===== src/core/irq_pkg.sv =====
// Purpose: shared constants and types for the interrupt priority block
// Assumes: avalon-mm byte addresses, one 32-bit word per register
// Notes:   8-bit registers sit in the low byte, upper bits read as zero
package irq_pkg;
	// ****************************************
	// bus
	// ****************************************
	localparam int ADDR_W = 8;
	localparam int DATA_W = 32;

	typedef struct packed {
		logic [ADDR_W-1:0] address;
		logic              read;
		logic              write;
		logic [DATA_W-1:0] writedata;
		logic [3:0]        byteenable;
	} avl_req_s;

	// ****************************************
	// register offsets
	// ****************************************
	localparam logic [ADDR_W-1:0] OFF_MAIN_CTL   = 8'h00;
	localparam logic [ADDR_W-1:0] OFF_SECOND_CTL = 8'h04;
	localparam logic [ADDR_W-1:0] OFF_THIRD_CTL  = 8'h08;
	localparam logic [ADDR_W-1:0] OFF_PRIO_B     = 8'h0c;
	localparam logic [ADDR_W-1:0] OFF_CAN_PRIO   = 8'h10;
	localparam logic [ADDR_W-1:0] OFF_TMR_LOW    = 8'h14;
	localparam logic [ADDR_W-1:0] OFF_TMR_HIGH   = 8'h18;
	localparam logic [ADDR_W-1:0] OFF_TMR_CTL    = 8'h1c;
	localparam logic [ADDR_W-1:0] OFF_SHADOW     = 8'h20;
	localparam logic [ADDR_W-1:0] OFF_STACK_PTR  = 8'h24;

	// ****************************************
	// writable masks and reset values
	// ****************************************
	localparam logic [7:0] MAIN_MASK    = 8'hf7;
	localparam logic [7:0] SECOND_MASK  = 8'hf7;
	localparam logic [7:0] THIRD_MASK   = 8'hff;
	localparam logic [7:0] PRIO_B_MASK  = 8'h4f;
	localparam logic [7:0] TMR_CTL_MASK = 8'h03;
	localparam logic [7:0] MAIN_RST     = 8'h00;
	localparam logic [7:0] SECOND_RST   = 8'hf7;
	localparam logic [7:0] THIRD_RST    = 8'hc0;
	localparam logic [7:0] PRIO_B_RST   = 8'h4f;
	localparam logic [7:0] CAN_PRIO_RST = 8'hff;
	localparam logic [7:0] TMR_CTL_RST  = 8'h00;
	localparam logic [7:0] BYTE_MAX     = 8'hff;

	// ****************************************
	// field positions
	// ****************************************
	localparam int MAIN_GIE       = 7;
	localparam int MAIN_TMR_EN    = 6;
	localparam int MAIN_EXT0_EN   = 5;
	localparam int MAIN_PB_EN     = 4;
	localparam int MAIN_TMR_FLAG  = 2;
	localparam int MAIN_EXT0_FLAG = 1;
	localparam int MAIN_PB_FLAG   = 0;
	localparam int SEC_EDGE_LSB   = 4;
	localparam int SEC_TMR_PRIO   = 2;
	localparam int SEC_EXT2_PRIO  = 1;
	localparam int SEC_PB_PRIO    = 0;
	localparam int THR_EXT1_PRIO  = 7;
	localparam int THR_EXT3_PRIO  = 6;
	localparam int THR_EN_LSB     = 3;
	localparam int THR_FLAG_LSB   = 0;
	localparam int TCTL_SIXTEEN   = 0;
	localparam int TCTL_RUN       = 1;

	// ****************************************
	// core context
	// ****************************************
	localparam int PC_W = 21;

	typedef struct packed {
		logic [7:0] bank_select_register;
		logic [7:0] status;
		logic [7:0] working_register;
	} core_ctx_s;
endpackage


===== src/core/irq_priority_core.sv =====
// Purpose: interrupt flags, enables, priorities, timer0 and context save
// Assumes: pins are asynchronous; core side signals share I_CLK
// Notes:   one-cycle wait state on every bus access
`timescale 1ns/10ps
module irq_priority_core #(
	parameter int STACK_DEPTH = 31
) (
	input  wire logic                       I_CLK,
	input  wire logic                       I_SYS_RST,
	input  wire irq_pkg::avl_req_s          I_AVL,
	output logic [irq_pkg::DATA_W-1:0]      O_READDATA,
	output logic                            O_WAITREQUEST,
	input  wire logic [3:0]                 I_EXT_PIN,
	input  wire logic [3:0]                 I_PORTB_HI,
	input  wire logic [4:0]                 I_PERIPH_PEND,
	input  wire logic [7:0]                 I_CAN_PEND,
	input  wire logic                       I_SLEEP,
	input  wire logic                       I_IRQ_ENTRY,
	input  wire logic                       I_STACK_POP,
	input  wire logic [irq_pkg::PC_W-1:0]   I_RETURN_PC,
	input  wire irq_pkg::core_ctx_s         I_CORE_CTX,
	output logic                            O_IRQ_HIGH,
	output logic                            O_IRQ_LOW,
	output logic                            O_WAKE,
	output logic [irq_pkg::PC_W-1:0]        O_STACK_TOP,
	output irq_pkg::core_ctx_s              O_FAST_CTX
);
	import irq_pkg::*;

	localparam int SP_W = $clog2(STACK_DEPTH + 1);
	localparam logic [SP_W-1:0] SP_FULL = SP_W'(STACK_DEPTH);
	localparam logic [SP_W-1:0] SP_ONE  = SP_W'(1);

	// ****************************************
	// bus slave
	// ****************************************
	logic       wait_reg;
	logic [7:0] main_reg, second_reg, third_reg, prio_b_reg, can_prio_reg;
	logic [7:0] tmr_lo_reg, tmr_hi_reg, tmr_ctl_reg;
	logic [SP_W-1:0] sp_reg;
	logic [PC_W-1:0] stack_mem [STACK_DEPTH];

	wire req     = I_AVL.read | I_AVL.write;
	wire acc_go  = req & ~wait_reg;
	wire wr_go   = acc_go & I_AVL.write & I_AVL.byteenable[0];
	wire rd_take = I_AVL.read & wait_reg;
	wire [7:0] wdata = I_AVL.writedata[7:0];

	wire wr_main   = wr_go & (I_AVL.address == OFF_MAIN_CTL);
	wire wr_second = wr_go & (I_AVL.address == OFF_SECOND_CTL);
	wire wr_third  = wr_go & (I_AVL.address == OFF_THIRD_CTL);
	wire wr_prio_b = wr_go & (I_AVL.address == OFF_PRIO_B);
	wire wr_can    = wr_go & (I_AVL.address == OFF_CAN_PRIO);
	wire wr_tlo    = wr_go & (I_AVL.address == OFF_TMR_LOW);
	wire wr_thi    = wr_go & (I_AVL.address == OFF_TMR_HIGH);
	wire wr_tctl   = wr_go & (I_AVL.address == OFF_TMR_CTL);

	logic [7:0] rd_byte;
	always_comb begin
		unique case (I_AVL.address)
			OFF_MAIN_CTL:   rd_byte = main_reg;
			OFF_SECOND_CTL: rd_byte = second_reg;
			OFF_THIRD_CTL:  rd_byte = third_reg;
			OFF_PRIO_B:     rd_byte = prio_b_reg & PRIO_B_MASK;
			OFF_CAN_PRIO:   rd_byte = can_prio_reg;
			OFF_TMR_LOW:    rd_byte = tmr_lo_reg;
			OFF_TMR_HIGH:   rd_byte = tmr_hi_reg;
			OFF_TMR_CTL:    rd_byte = tmr_ctl_reg;
			default:        rd_byte = 8'h00;
		endcase
	end

	// shadow word is wider than a byte, so it bypasses the byte mux
	wire rd_shadow = (I_AVL.address == OFF_SHADOW);
	wire rd_sp     = (I_AVL.address == OFF_STACK_PTR);
	wire [DATA_W-1:0] rd_word = rd_shadow ? {8'h00, O_FAST_CTX} :
		rd_sp ? {{(DATA_W-SP_W){1'b0}}, sp_reg} : {24'h000000, rd_byte};

	// waitrequest idles high; drops for exactly one cycle per access
	always_ff @(posedge I_CLK) begin
		if (I_SYS_RST) begin
			wait_reg   <= 1'b1;
			O_READDATA <= '0;
		end else begin
			wait_reg <= ~(req & wait_reg);
			if (rd_take) begin
				O_READDATA <= rd_word;
			end
		end
	end
	assign O_WAITREQUEST = wait_reg;

	// ****************************************
	// pin synchronisers and edge detect
	// ****************************************
	logic [3:0] ext_s1, ext_s2, ext_p;
	logic [3:0] pb_s1, pb_s2, pb_p;

	always_ff @(posedge I_CLK) begin
		if (I_SYS_RST) begin
			ext_s1 <= 4'h0;
			ext_s2 <= 4'h0;
			ext_p  <= 4'h0;
			pb_s1  <= 4'h0;
			pb_s2  <= 4'h0;
			pb_p   <= 4'h0;
		end else begin
			ext_s1 <= I_EXT_PIN;
			ext_s2 <= ext_s1;
			ext_p  <= ext_s2;
			pb_s1  <= I_PORTB_HI;
			pb_s2  <= pb_s1;
			pb_p   <= pb_s2;
		end
	end

	wire [3:0] edge_sel = second_reg[SEC_EDGE_LSB +: 4];
	wire [3:0] ext_rise = ext_s2 & ~ext_p;
	wire [3:0] ext_fall = ~ext_s2 & ext_p;
	wire [3:0] ext_set  = (edge_sel & ext_rise) | (~edge_sel & ext_fall);
	// any toggle counts, so a glitch pair also sets the flag
	wire       pb_change = |(pb_s2 ^ pb_p);

	// ****************************************
	// timer0
	// ****************************************
	wire        tmr_run  = tmr_ctl_reg[TCTL_RUN];
	wire        tmr_16   = tmr_ctl_reg[TCTL_SIXTEEN];
	wire [15:0] tmr_pair = {tmr_hi_reg, tmr_lo_reg};
	wire        lo_wrap  = tmr_run & (tmr_lo_reg == BYTE_MAX);
	wire        tmr_ovf  = tmr_16 ? (lo_wrap & (tmr_hi_reg == BYTE_MAX))
		: lo_wrap;
	wire [15:0] pair_inc = tmr_pair + 16'h0001;
	wire [7:0]  lo_next  = wr_tlo ? wdata : (tmr_run ? pair_inc[7:0] : tmr_lo_reg);
	wire [7:0]  hi_next  = wr_thi ? wdata :
		((tmr_run & tmr_16) ? pair_inc[15:8] : tmr_hi_reg);

	// ****************************************
	// control registers; hardware set wins over a same-cycle clear
	// ****************************************
	wire [7:0] main_set  = {5'h00, tmr_ovf, ext_set[0], pb_change};
	wire [7:0] third_set = {5'h00, ext_set[3:1]};
	// flags are only cleared by a bus write, never by the hardware
	wire [7:0] main_next  = (wr_main ? (wdata & MAIN_MASK) : main_reg) | main_set;
	wire [7:0] third_next = (wr_third ? wdata : third_reg) | third_set;

	always_ff @(posedge I_CLK) begin
		if (I_SYS_RST) begin
			main_reg     <= MAIN_RST;
			second_reg   <= SECOND_RST;
			third_reg    <= THIRD_RST;
			prio_b_reg   <= PRIO_B_RST;
			can_prio_reg <= CAN_PRIO_RST;
			tmr_ctl_reg  <= TMR_CTL_RST;
			tmr_lo_reg   <= 8'h00;
			tmr_hi_reg   <= 8'h00;
		end else begin
			main_reg   <= main_next;
			third_reg  <= third_next;
			tmr_lo_reg <= lo_next;
			tmr_hi_reg <= hi_next;
			if (wr_second) begin
				second_reg <= wdata & SECOND_MASK;
			end
			if (wr_prio_b) begin
				prio_b_reg <= wdata & PRIO_B_MASK;
			end
			if (wr_can) begin
				can_prio_reg <= wdata;
			end
			if (wr_tctl) begin
				tmr_ctl_reg <= wdata & TMR_CTL_MASK;
			end
		end
	end

	// ****************************************
	// pending sources and priority routing
	// ****************************************
	wire       gie      = main_reg[MAIN_GIE];
	wire [3:0] ext_flag = {third_reg[THR_FLAG_LSB +: 3], main_reg[MAIN_EXT0_FLAG]};
	wire [3:0] ext_en   = {third_reg[THR_EN_LSB +: 3], main_reg[MAIN_EXT0_EN]};
	wire [3:0] ext_pend = ext_flag & ext_en;
	wire tmr_pend = main_reg[MAIN_TMR_FLAG] & main_reg[MAIN_TMR_EN];
	wire pb_pend  = main_reg[MAIN_PB_FLAG] & main_reg[MAIN_PB_EN];

	// ext0 carries a constant one: it has no selectable level
	wire [3:0] ext_prio = {third_reg[THR_EXT3_PRIO], second_reg[SEC_EXT2_PRIO],
		third_reg[THR_EXT1_PRIO], 1'b1};
	wire [4:0] periph_prio = {prio_b_reg[6], prio_b_reg[3], prio_b_reg[2],
		prio_b_reg[1], prio_b_reg[0]};
	wire [18:0] pend_vec = {ext_pend, tmr_pend, pb_pend, I_PERIPH_PEND, I_CAN_PEND};
	wire [18:0] prio_vec = {ext_prio, second_reg[SEC_TMR_PRIO], second_reg[SEC_PB_PRIO],
		periph_prio, can_prio_reg};
	wire high_next = gie & |(pend_vec & prio_vec);
	wire low_next  = gie & |(pend_vec & ~prio_vec);

	// ****************************************
	// sleep wake
	// ****************************************
	logic       sleep_p;
	logic [3:0] wake_en_reg;
	// enables are frozen at sleep entry; later changes do not arm a wake
	wire        sleep_rise = I_SLEEP & ~sleep_p;
	wire        wake_next  = I_SLEEP & |(ext_flag & wake_en_reg);

	always_ff @(posedge I_CLK) begin
		if (I_SYS_RST) begin
			sleep_p     <= 1'b0;
			wake_en_reg <= 4'h0;
			O_IRQ_HIGH  <= 1'b0;
			O_IRQ_LOW   <= 1'b0;
			O_WAKE      <= 1'b0;
		end else begin
			sleep_p    <= I_SLEEP;
			O_IRQ_HIGH <= high_next;
			O_IRQ_LOW  <= low_next;
			O_WAKE     <= wake_next;
			if (sleep_rise) begin
				wake_en_reg <= ext_en;
			end
		end
	end

	// ****************************************
	// return stack and fast shadow
	// ****************************************
	wire push = I_IRQ_ENTRY & (sp_reg != SP_FULL);
	// push wins over a pop in the same cycle; a pop on empty is dropped
	wire pop  = I_STACK_POP & ~I_IRQ_ENTRY & (sp_reg != '0);
	wire [SP_W-1:0] sp_dec = sp_reg - SP_ONE;
	wire [SP_W-1:0] sp_under = sp_dec - SP_ONE;
	wire [PC_W-1:0] below_top = (sp_dec == '0) ? '0 : stack_mem[sp_under];

	always_ff @(posedge I_CLK) begin
		if (push) begin
			stack_mem[sp_reg] <= I_RETURN_PC;
		end
	end

	always_ff @(posedge I_CLK) begin
		if (I_SYS_RST) begin
			sp_reg      <= '0;
			O_STACK_TOP <= '0;
			O_FAST_CTX  <= '0;
		end else begin
			if (push) begin
				sp_reg      <= sp_reg + SP_ONE;
				O_STACK_TOP <= I_RETURN_PC;
			end else if (pop) begin
				sp_reg      <= sp_dec;
				O_STACK_TOP <= below_top;
			end
			if (I_IRQ_ENTRY) begin
				O_FAST_CTX <= I_CORE_CTX;
			end
		end
	end

	// ****************************************
	// checks
	// ****************************************
	a_prio_b_reserved: assert property (
		@(posedge I_CLK) disable iff (I_SYS_RST)
		(rd_take && I_AVL.address == OFF_PRIO_B)
		|=> (O_READDATA[7] == 1'b0 && O_READDATA[5:4] == 2'b00))
		else $error("reserved priority bits read nonzero");

	a_ext_rise_flag: assert property (
		@(posedge I_CLK) disable iff (I_SYS_RST)
		(edge_sel[0] && $rose(ext_s2[0])) |=> main_reg[MAIN_EXT0_FLAG])
		else $error("rising edge did not set external flag");

	a_ext_fall_flag: assert property (
		@(posedge I_CLK) disable iff (I_SYS_RST)
		(!edge_sel[3] && $fell(ext_s2[3]) && !wr_second) |=> third_reg[2])
		else $error("falling edge did not set external flag");

	a_idle_no_req: assert property (
		@(posedge I_CLK) disable iff (I_SYS_RST)
		(pend_vec == '0) |=> (!O_IRQ_HIGH && !O_IRQ_LOW))
		else $error("request raised with nothing pending");

	a_ext0_always_high: assert property (
		@(posedge I_CLK) disable iff (I_SYS_RST)
		(gie && ext_pend[0]) |=> O_IRQ_HIGH)
		else $error("external zero not routed high");

	a_tmr_wrap8: assert property (
		@(posedge I_CLK) disable iff (I_SYS_RST)
		(tmr_run && !tmr_16 && tmr_lo_reg == 8'hff && !wr_tlo)
		|=> (tmr_lo_reg == 8'h00 && main_reg[MAIN_TMR_FLAG]))
		else $error("8-bit wrap did not set timer flag");

	a_tmr_wrap16: assert property (
		@(posedge I_CLK) disable iff (I_SYS_RST)
		(tmr_run && tmr_16 && tmr_pair == 16'hfffe && !wr_tlo && !wr_thi)
		##1 (tmr_run && tmr_16 && !wr_tlo && !wr_thi)
		|=> (tmr_pair == 16'h0000 && main_reg[MAIN_TMR_FLAG]))
		else $error("16-bit wrap did not set timer flag");

	a_port_change: assert property (
		@(posedge I_CLK) disable iff (I_SYS_RST)
		$changed(pb_s2) |=> main_reg[MAIN_PB_FLAG])
		else $error("port change missed");

	a_wake_sleep: assert property (
		@(posedge I_CLK) disable iff (I_SYS_RST)
		(I_SLEEP && |(ext_flag & wake_en_reg)) |=> O_WAKE)
		else $error("armed external flag did not wake");

	a_stack_push: assert property (
		@(posedge I_CLK) disable iff (I_SYS_RST)
		push |=> (O_STACK_TOP == $past(I_RETURN_PC) && sp_reg == $past(sp_reg) + SP_ONE))
		else $error("return address not pushed");

	a_shadow_save: assert property (
		@(posedge I_CLK) disable iff (I_SYS_RST)
		I_IRQ_ENTRY |=> (O_FAST_CTX == $past(I_CORE_CTX)))
		else $error("context not shadowed on entry");

	// routing checks: can sources at both levels, peripherals and port change high only, timer and ext2 low only
	a_gie_blocks_req: assert property (
		@(posedge I_CLK) disable iff (I_SYS_RST)
		!gie |=> (!O_IRQ_HIGH && !O_IRQ_LOW))
		else $error("request raised with global enable off");

	a_can_high_route: assert property (
		@(posedge I_CLK) disable iff (I_SYS_RST)
		(gie && |(I_CAN_PEND & can_prio_reg)) |=> O_IRQ_HIGH)
		else $error("high priority can source not routed high");

	a_can_low_route: assert property (
		@(posedge I_CLK) disable iff (I_SYS_RST)
		(gie && |(I_CAN_PEND & ~can_prio_reg)) |=> O_IRQ_LOW)
		else $error("low priority can source not routed low");

	a_periph_high_route: assert property (
		@(posedge I_CLK) disable iff (I_SYS_RST)
		(gie && |(I_PERIPH_PEND & periph_prio)) |=> O_IRQ_HIGH)
		else $error("high priority peripheral not routed high");

	a_tmr_low_route: assert property (
		@(posedge I_CLK) disable iff (I_SYS_RST)
		(gie && tmr_pend && !second_reg[SEC_TMR_PRIO]) |=> O_IRQ_LOW)
		else $error("low priority timer not routed low");

	a_pb_high_route: assert property (
		@(posedge I_CLK) disable iff (I_SYS_RST)
		(gie && pb_pend && second_reg[SEC_PB_PRIO]) |=> O_IRQ_HIGH)
		else $error("high priority port change not routed high");

	a_ext2_low_route: assert property (
		@(posedge I_CLK) disable iff (I_SYS_RST)
		(gie && ext_pend[2] && !second_reg[SEC_EXT2_PRIO]) |=> O_IRQ_LOW)
		else $error("low priority external two not routed low");
endmodule


===== config.mk =====
export PLATFORM = sky130hd
export DESIGN_NAME = irq_priority_core
export DESIGN_NICKNAME = d
export VERILOG_FILES = /design/src/core/irq_pkg.sv /design/src/core/irq_priority_core.sv
export SDC_FILE = /design/constraint.sdc
export NUM_CORES = 1
export LEC_CHECK = 0
export BUFFER_PORTS_ARGS = -buffer_cell sky130_fd_sc_hd__buf_4
export CORE_UTILIZATION = 55
export DETAILED_ROUTE_END_ITERATION = 16
export GPL_TIMING_DRIVEN = 0
export PLACE_DENSITY = 0.76
export SETUP_SLACK_MARGIN = 0.02
export SLEW_MARGIN = 30
export SYNTH_ARGS = -nofsm -noshare
export SYNTH_HDL_FRONTEND = slang
export SYNTH_SLANG_ARGS = --single-unit

===== constraint.sdc =====
create_clock -name I_CLK -period 3.5 [get_ports I_CLK]
set_input_delay 0.35 -clock I_CLK [delete_from_list [all_inputs] [get_ports I_CLK]]
set_output_delay 0.35 -clock I_CLK [all_outputs]
set_load 0.05 [all_outputs]

==> results.yml <==
clocking:
  clk_latency_ns: 0.66
  clockBufferDepth: 3
  cts_made_buffers: 81
  cts_htree_levels: 3
  cts_tree: "yes"
  cts_root_buffer: "clkbuf_16"
  clock_sinks: 811
  path_clk_slew_ns: 0.07
yosys:
  synth_commonest_cells: "edfxtp_1, nand2_1, dfxtp_1"
  synth_seq_cells: 811
  yosysMostFrequentCell: "edfxtp_1"
  synth_top_area_share_pct: 59.7
  yosys.area.top_type: "edfxtp_1"
  yosys_warnings: 0
  synth_edf_count: 651
  netlist_area_um2: 32700
  netlist_instances: 2096
  ys_async_sr_fraction_pct: 0
  synthDistinctLibCells: 60
  synth_area_leaders: "edfxtp_1, mux4_2, dfxtp_1"
  postSynthAreaPerCell_um2: 15.6
  ys.flop_type: "edfxtp_1"
  synth_seq_area_share_pct: 69.5
global_route:
  track_usage_pct: 32.6
  grt_max_degree: 33
  grt_antenna_before_repair: 1
  grt_pass1_wl_um: 141000
  grt_pass1_vias: 21200
  grt_overflow: 0
sta:
  slew-limit-headroom_pct: 31.5
  postLayoutSetupSlackWorst_ns: -0.0231
  setup_viol: 1
  hold_violations: 0
  layout_worst_path_cycle_share_pct: 101
  slew_viol_final: 0
  finalCriticalPeriod_ns: 3.52
  skew_ns: 0.0248
  fmax_mhz: 284
  tightest_slew_ns: 1.01
  rsz0062_at_grt: "true"
critical_path:
  endpoint_kind: "flop"
  reg2reg_depth: 13
  crit_path_start: "sp_reg[0]"
  required_ns: 4.04
  cp-start-kind: "flop"
  reg2reg_to: "O_STACK_TOP[17]"
  reg2reg_setup_slack_ns: -0.02
  cp.arrival_ns: 4.07
  worstSetupEndpoint: "O_STACK_TOP[17]"
  worstSetupPathType: "reg -> reg"
  r2r-start: "sp_reg[0]"
  crit_fanout: 12
finish:
  layoutNonFillerInstCount: 3282
  reg_top3: "stack_mem x651, O_FAST_CTX x24, O_READDATA x24"
  fin_nets: 2565
  multi_input_area_um2: 10200
  largest-register: "stack_mem"
  seq_area_um2: 22800
  drive_gt1_share_pct: 27.2
  final_util_pct: 68.4
  largest_reg_flops: 651
  fillCellCount: 3633
  syn2layout_area_growth_pct: 23.0
  fin_area_um2: 40300
worst_hold_path:
  worstHoldPathType: "in -> reg"
power:
  power.leakage_nw: 13.9
  ir_drop_mv: 0.627
  p_total_mw: 26.0
  powerDensity_nw_per_um2: 646
place:
  io_buffers: 156
  place_area_um2: 35900
  dp_slack_ns: -1.98
  place.gp.congestion: 0.970
  dp.cells: 3063
  dpl.hpwl_um: 60900
drt:
  drt_iter0_drc: 3553
  dr.pass1.iters: 9
  drt-total-wl_um: 99900
  drc: 0
  vias: 21700
  wl_per_cell_um: 30.4
  antenna_violating_nets_post_route: 0
  viasPerCell: 6.62
die:
  std_cell_rows: 89
  die_w_um: 246
  die_y_um: 246
  start_util_pct: 55.6
  fp.coreArea_um2: 58900
  design.die.area_um2: 60500
  io_pins: 198
status:
  status: "finished with violations"
  violations: "setup timing"
flow_run:
  cap_violations: 0
## metrics by stage
stage | hold slack, ns | TNS, ns
floorplan | 0.414 | 0
global placement | 0.428 | -747.43
global route | 0.0309 | -0.267
CTS | 0.00511 | 0
detailed placement | 0.427 | -216.29
finish | 0.0248 | -0.0231
## where the power goes
group	switching, mW	internal (mW)	total (mW)
registers	0.128	10.6	10.8
logic	4.03	2.29	6.32
clock network	3.83	5.12	8.95
total	7.98	18.0	26.0
## layout by cell type, fill, tap and decap left out, types with 70 or more instances in the layout
cell and n:
edfxtp_1 651, clkbuf_16 82, mux2i_1 106, nor2b_1 73, dfxtp_1 159, nand2_1 207, mux4_2 150, nor2_1 79
clkbuf_1 70, nand3_1 102, buf_4 195
## repair_timing
item,CTS,global route
hold endpoints to repair,35,0
setup buffers,11,21
setup endpoints to repair,602,138
hold buffers,36,0
pin swaps,15,14
resized for setup,179,24
gates cloned,0,1
## cell families (layout without fill, tap and decap cells)
kind of cell    count (synthesis)  count (layout)  share of synthesized area (%)
compound gates                237             237                           5.22
xor+xnor                       26              26                          0.738
fa+ha+maj                       7               7                          0.268
buf+inv                       170             575                           2.25
flops                         811             811                           69.5
mux                           260             260                           13.7
other cells                     1               9                         0.0115
simple gates                  584             584                           8.32
## area by class of cell
cell class              instances  share of cell area, %
clock inverters                47                   1.37
well taps                     773                   2.40
flip-flops and latches        811                   56.5
clock buffers                 103                   5.39
plain buffers                 149                   2.32
multi-input cells            1122                   25.2
repair buffers                256                   6.59
inverters                      20                  0.186
diodes                          1                0.00621
## worst min path at each step
stage | cells past startpoint | start | end
after detailed placement | 1 | ext_s1[1] | ext_s2[1]
after floorplan | 1 | ext_s1[0] | ext_s2[0]
after global routing | 3 | I_AVL[11] | second_reg[7]
after global placement | 1 | ext_s1[2] | ext_s2[2]
final | 3 | I_AVL[11] | second_reg[7]
after CTS | 3 | I_AVL[11] | second_reg[7]
## per-layer routing
layer,wire length [µm],track usage (%),vias to the layer above
met2,47400,52.5,1839
met5,13,0,-
met4,5850,16.6,2
met1,34600,41.5,10600
li1,-,-,8869
met3,12000,7.55,383
## critical path: stages, from the launching register on
cell      delay [ns]
dfxtp_2         0.37
buf_6           0.13
buf_12          0.15
buf_12          0.13
inv_2           0.06
clkbuf_8        0.18
ha_1            0.21
buf_4           0.17
xnor2_4         0.18
a311o_2         0.54
clkbuf_8        0.27
a221oi_2        0.47
o22ai_1         0.28
a41o_1          0.28
(Power assumes the default switching activity.)
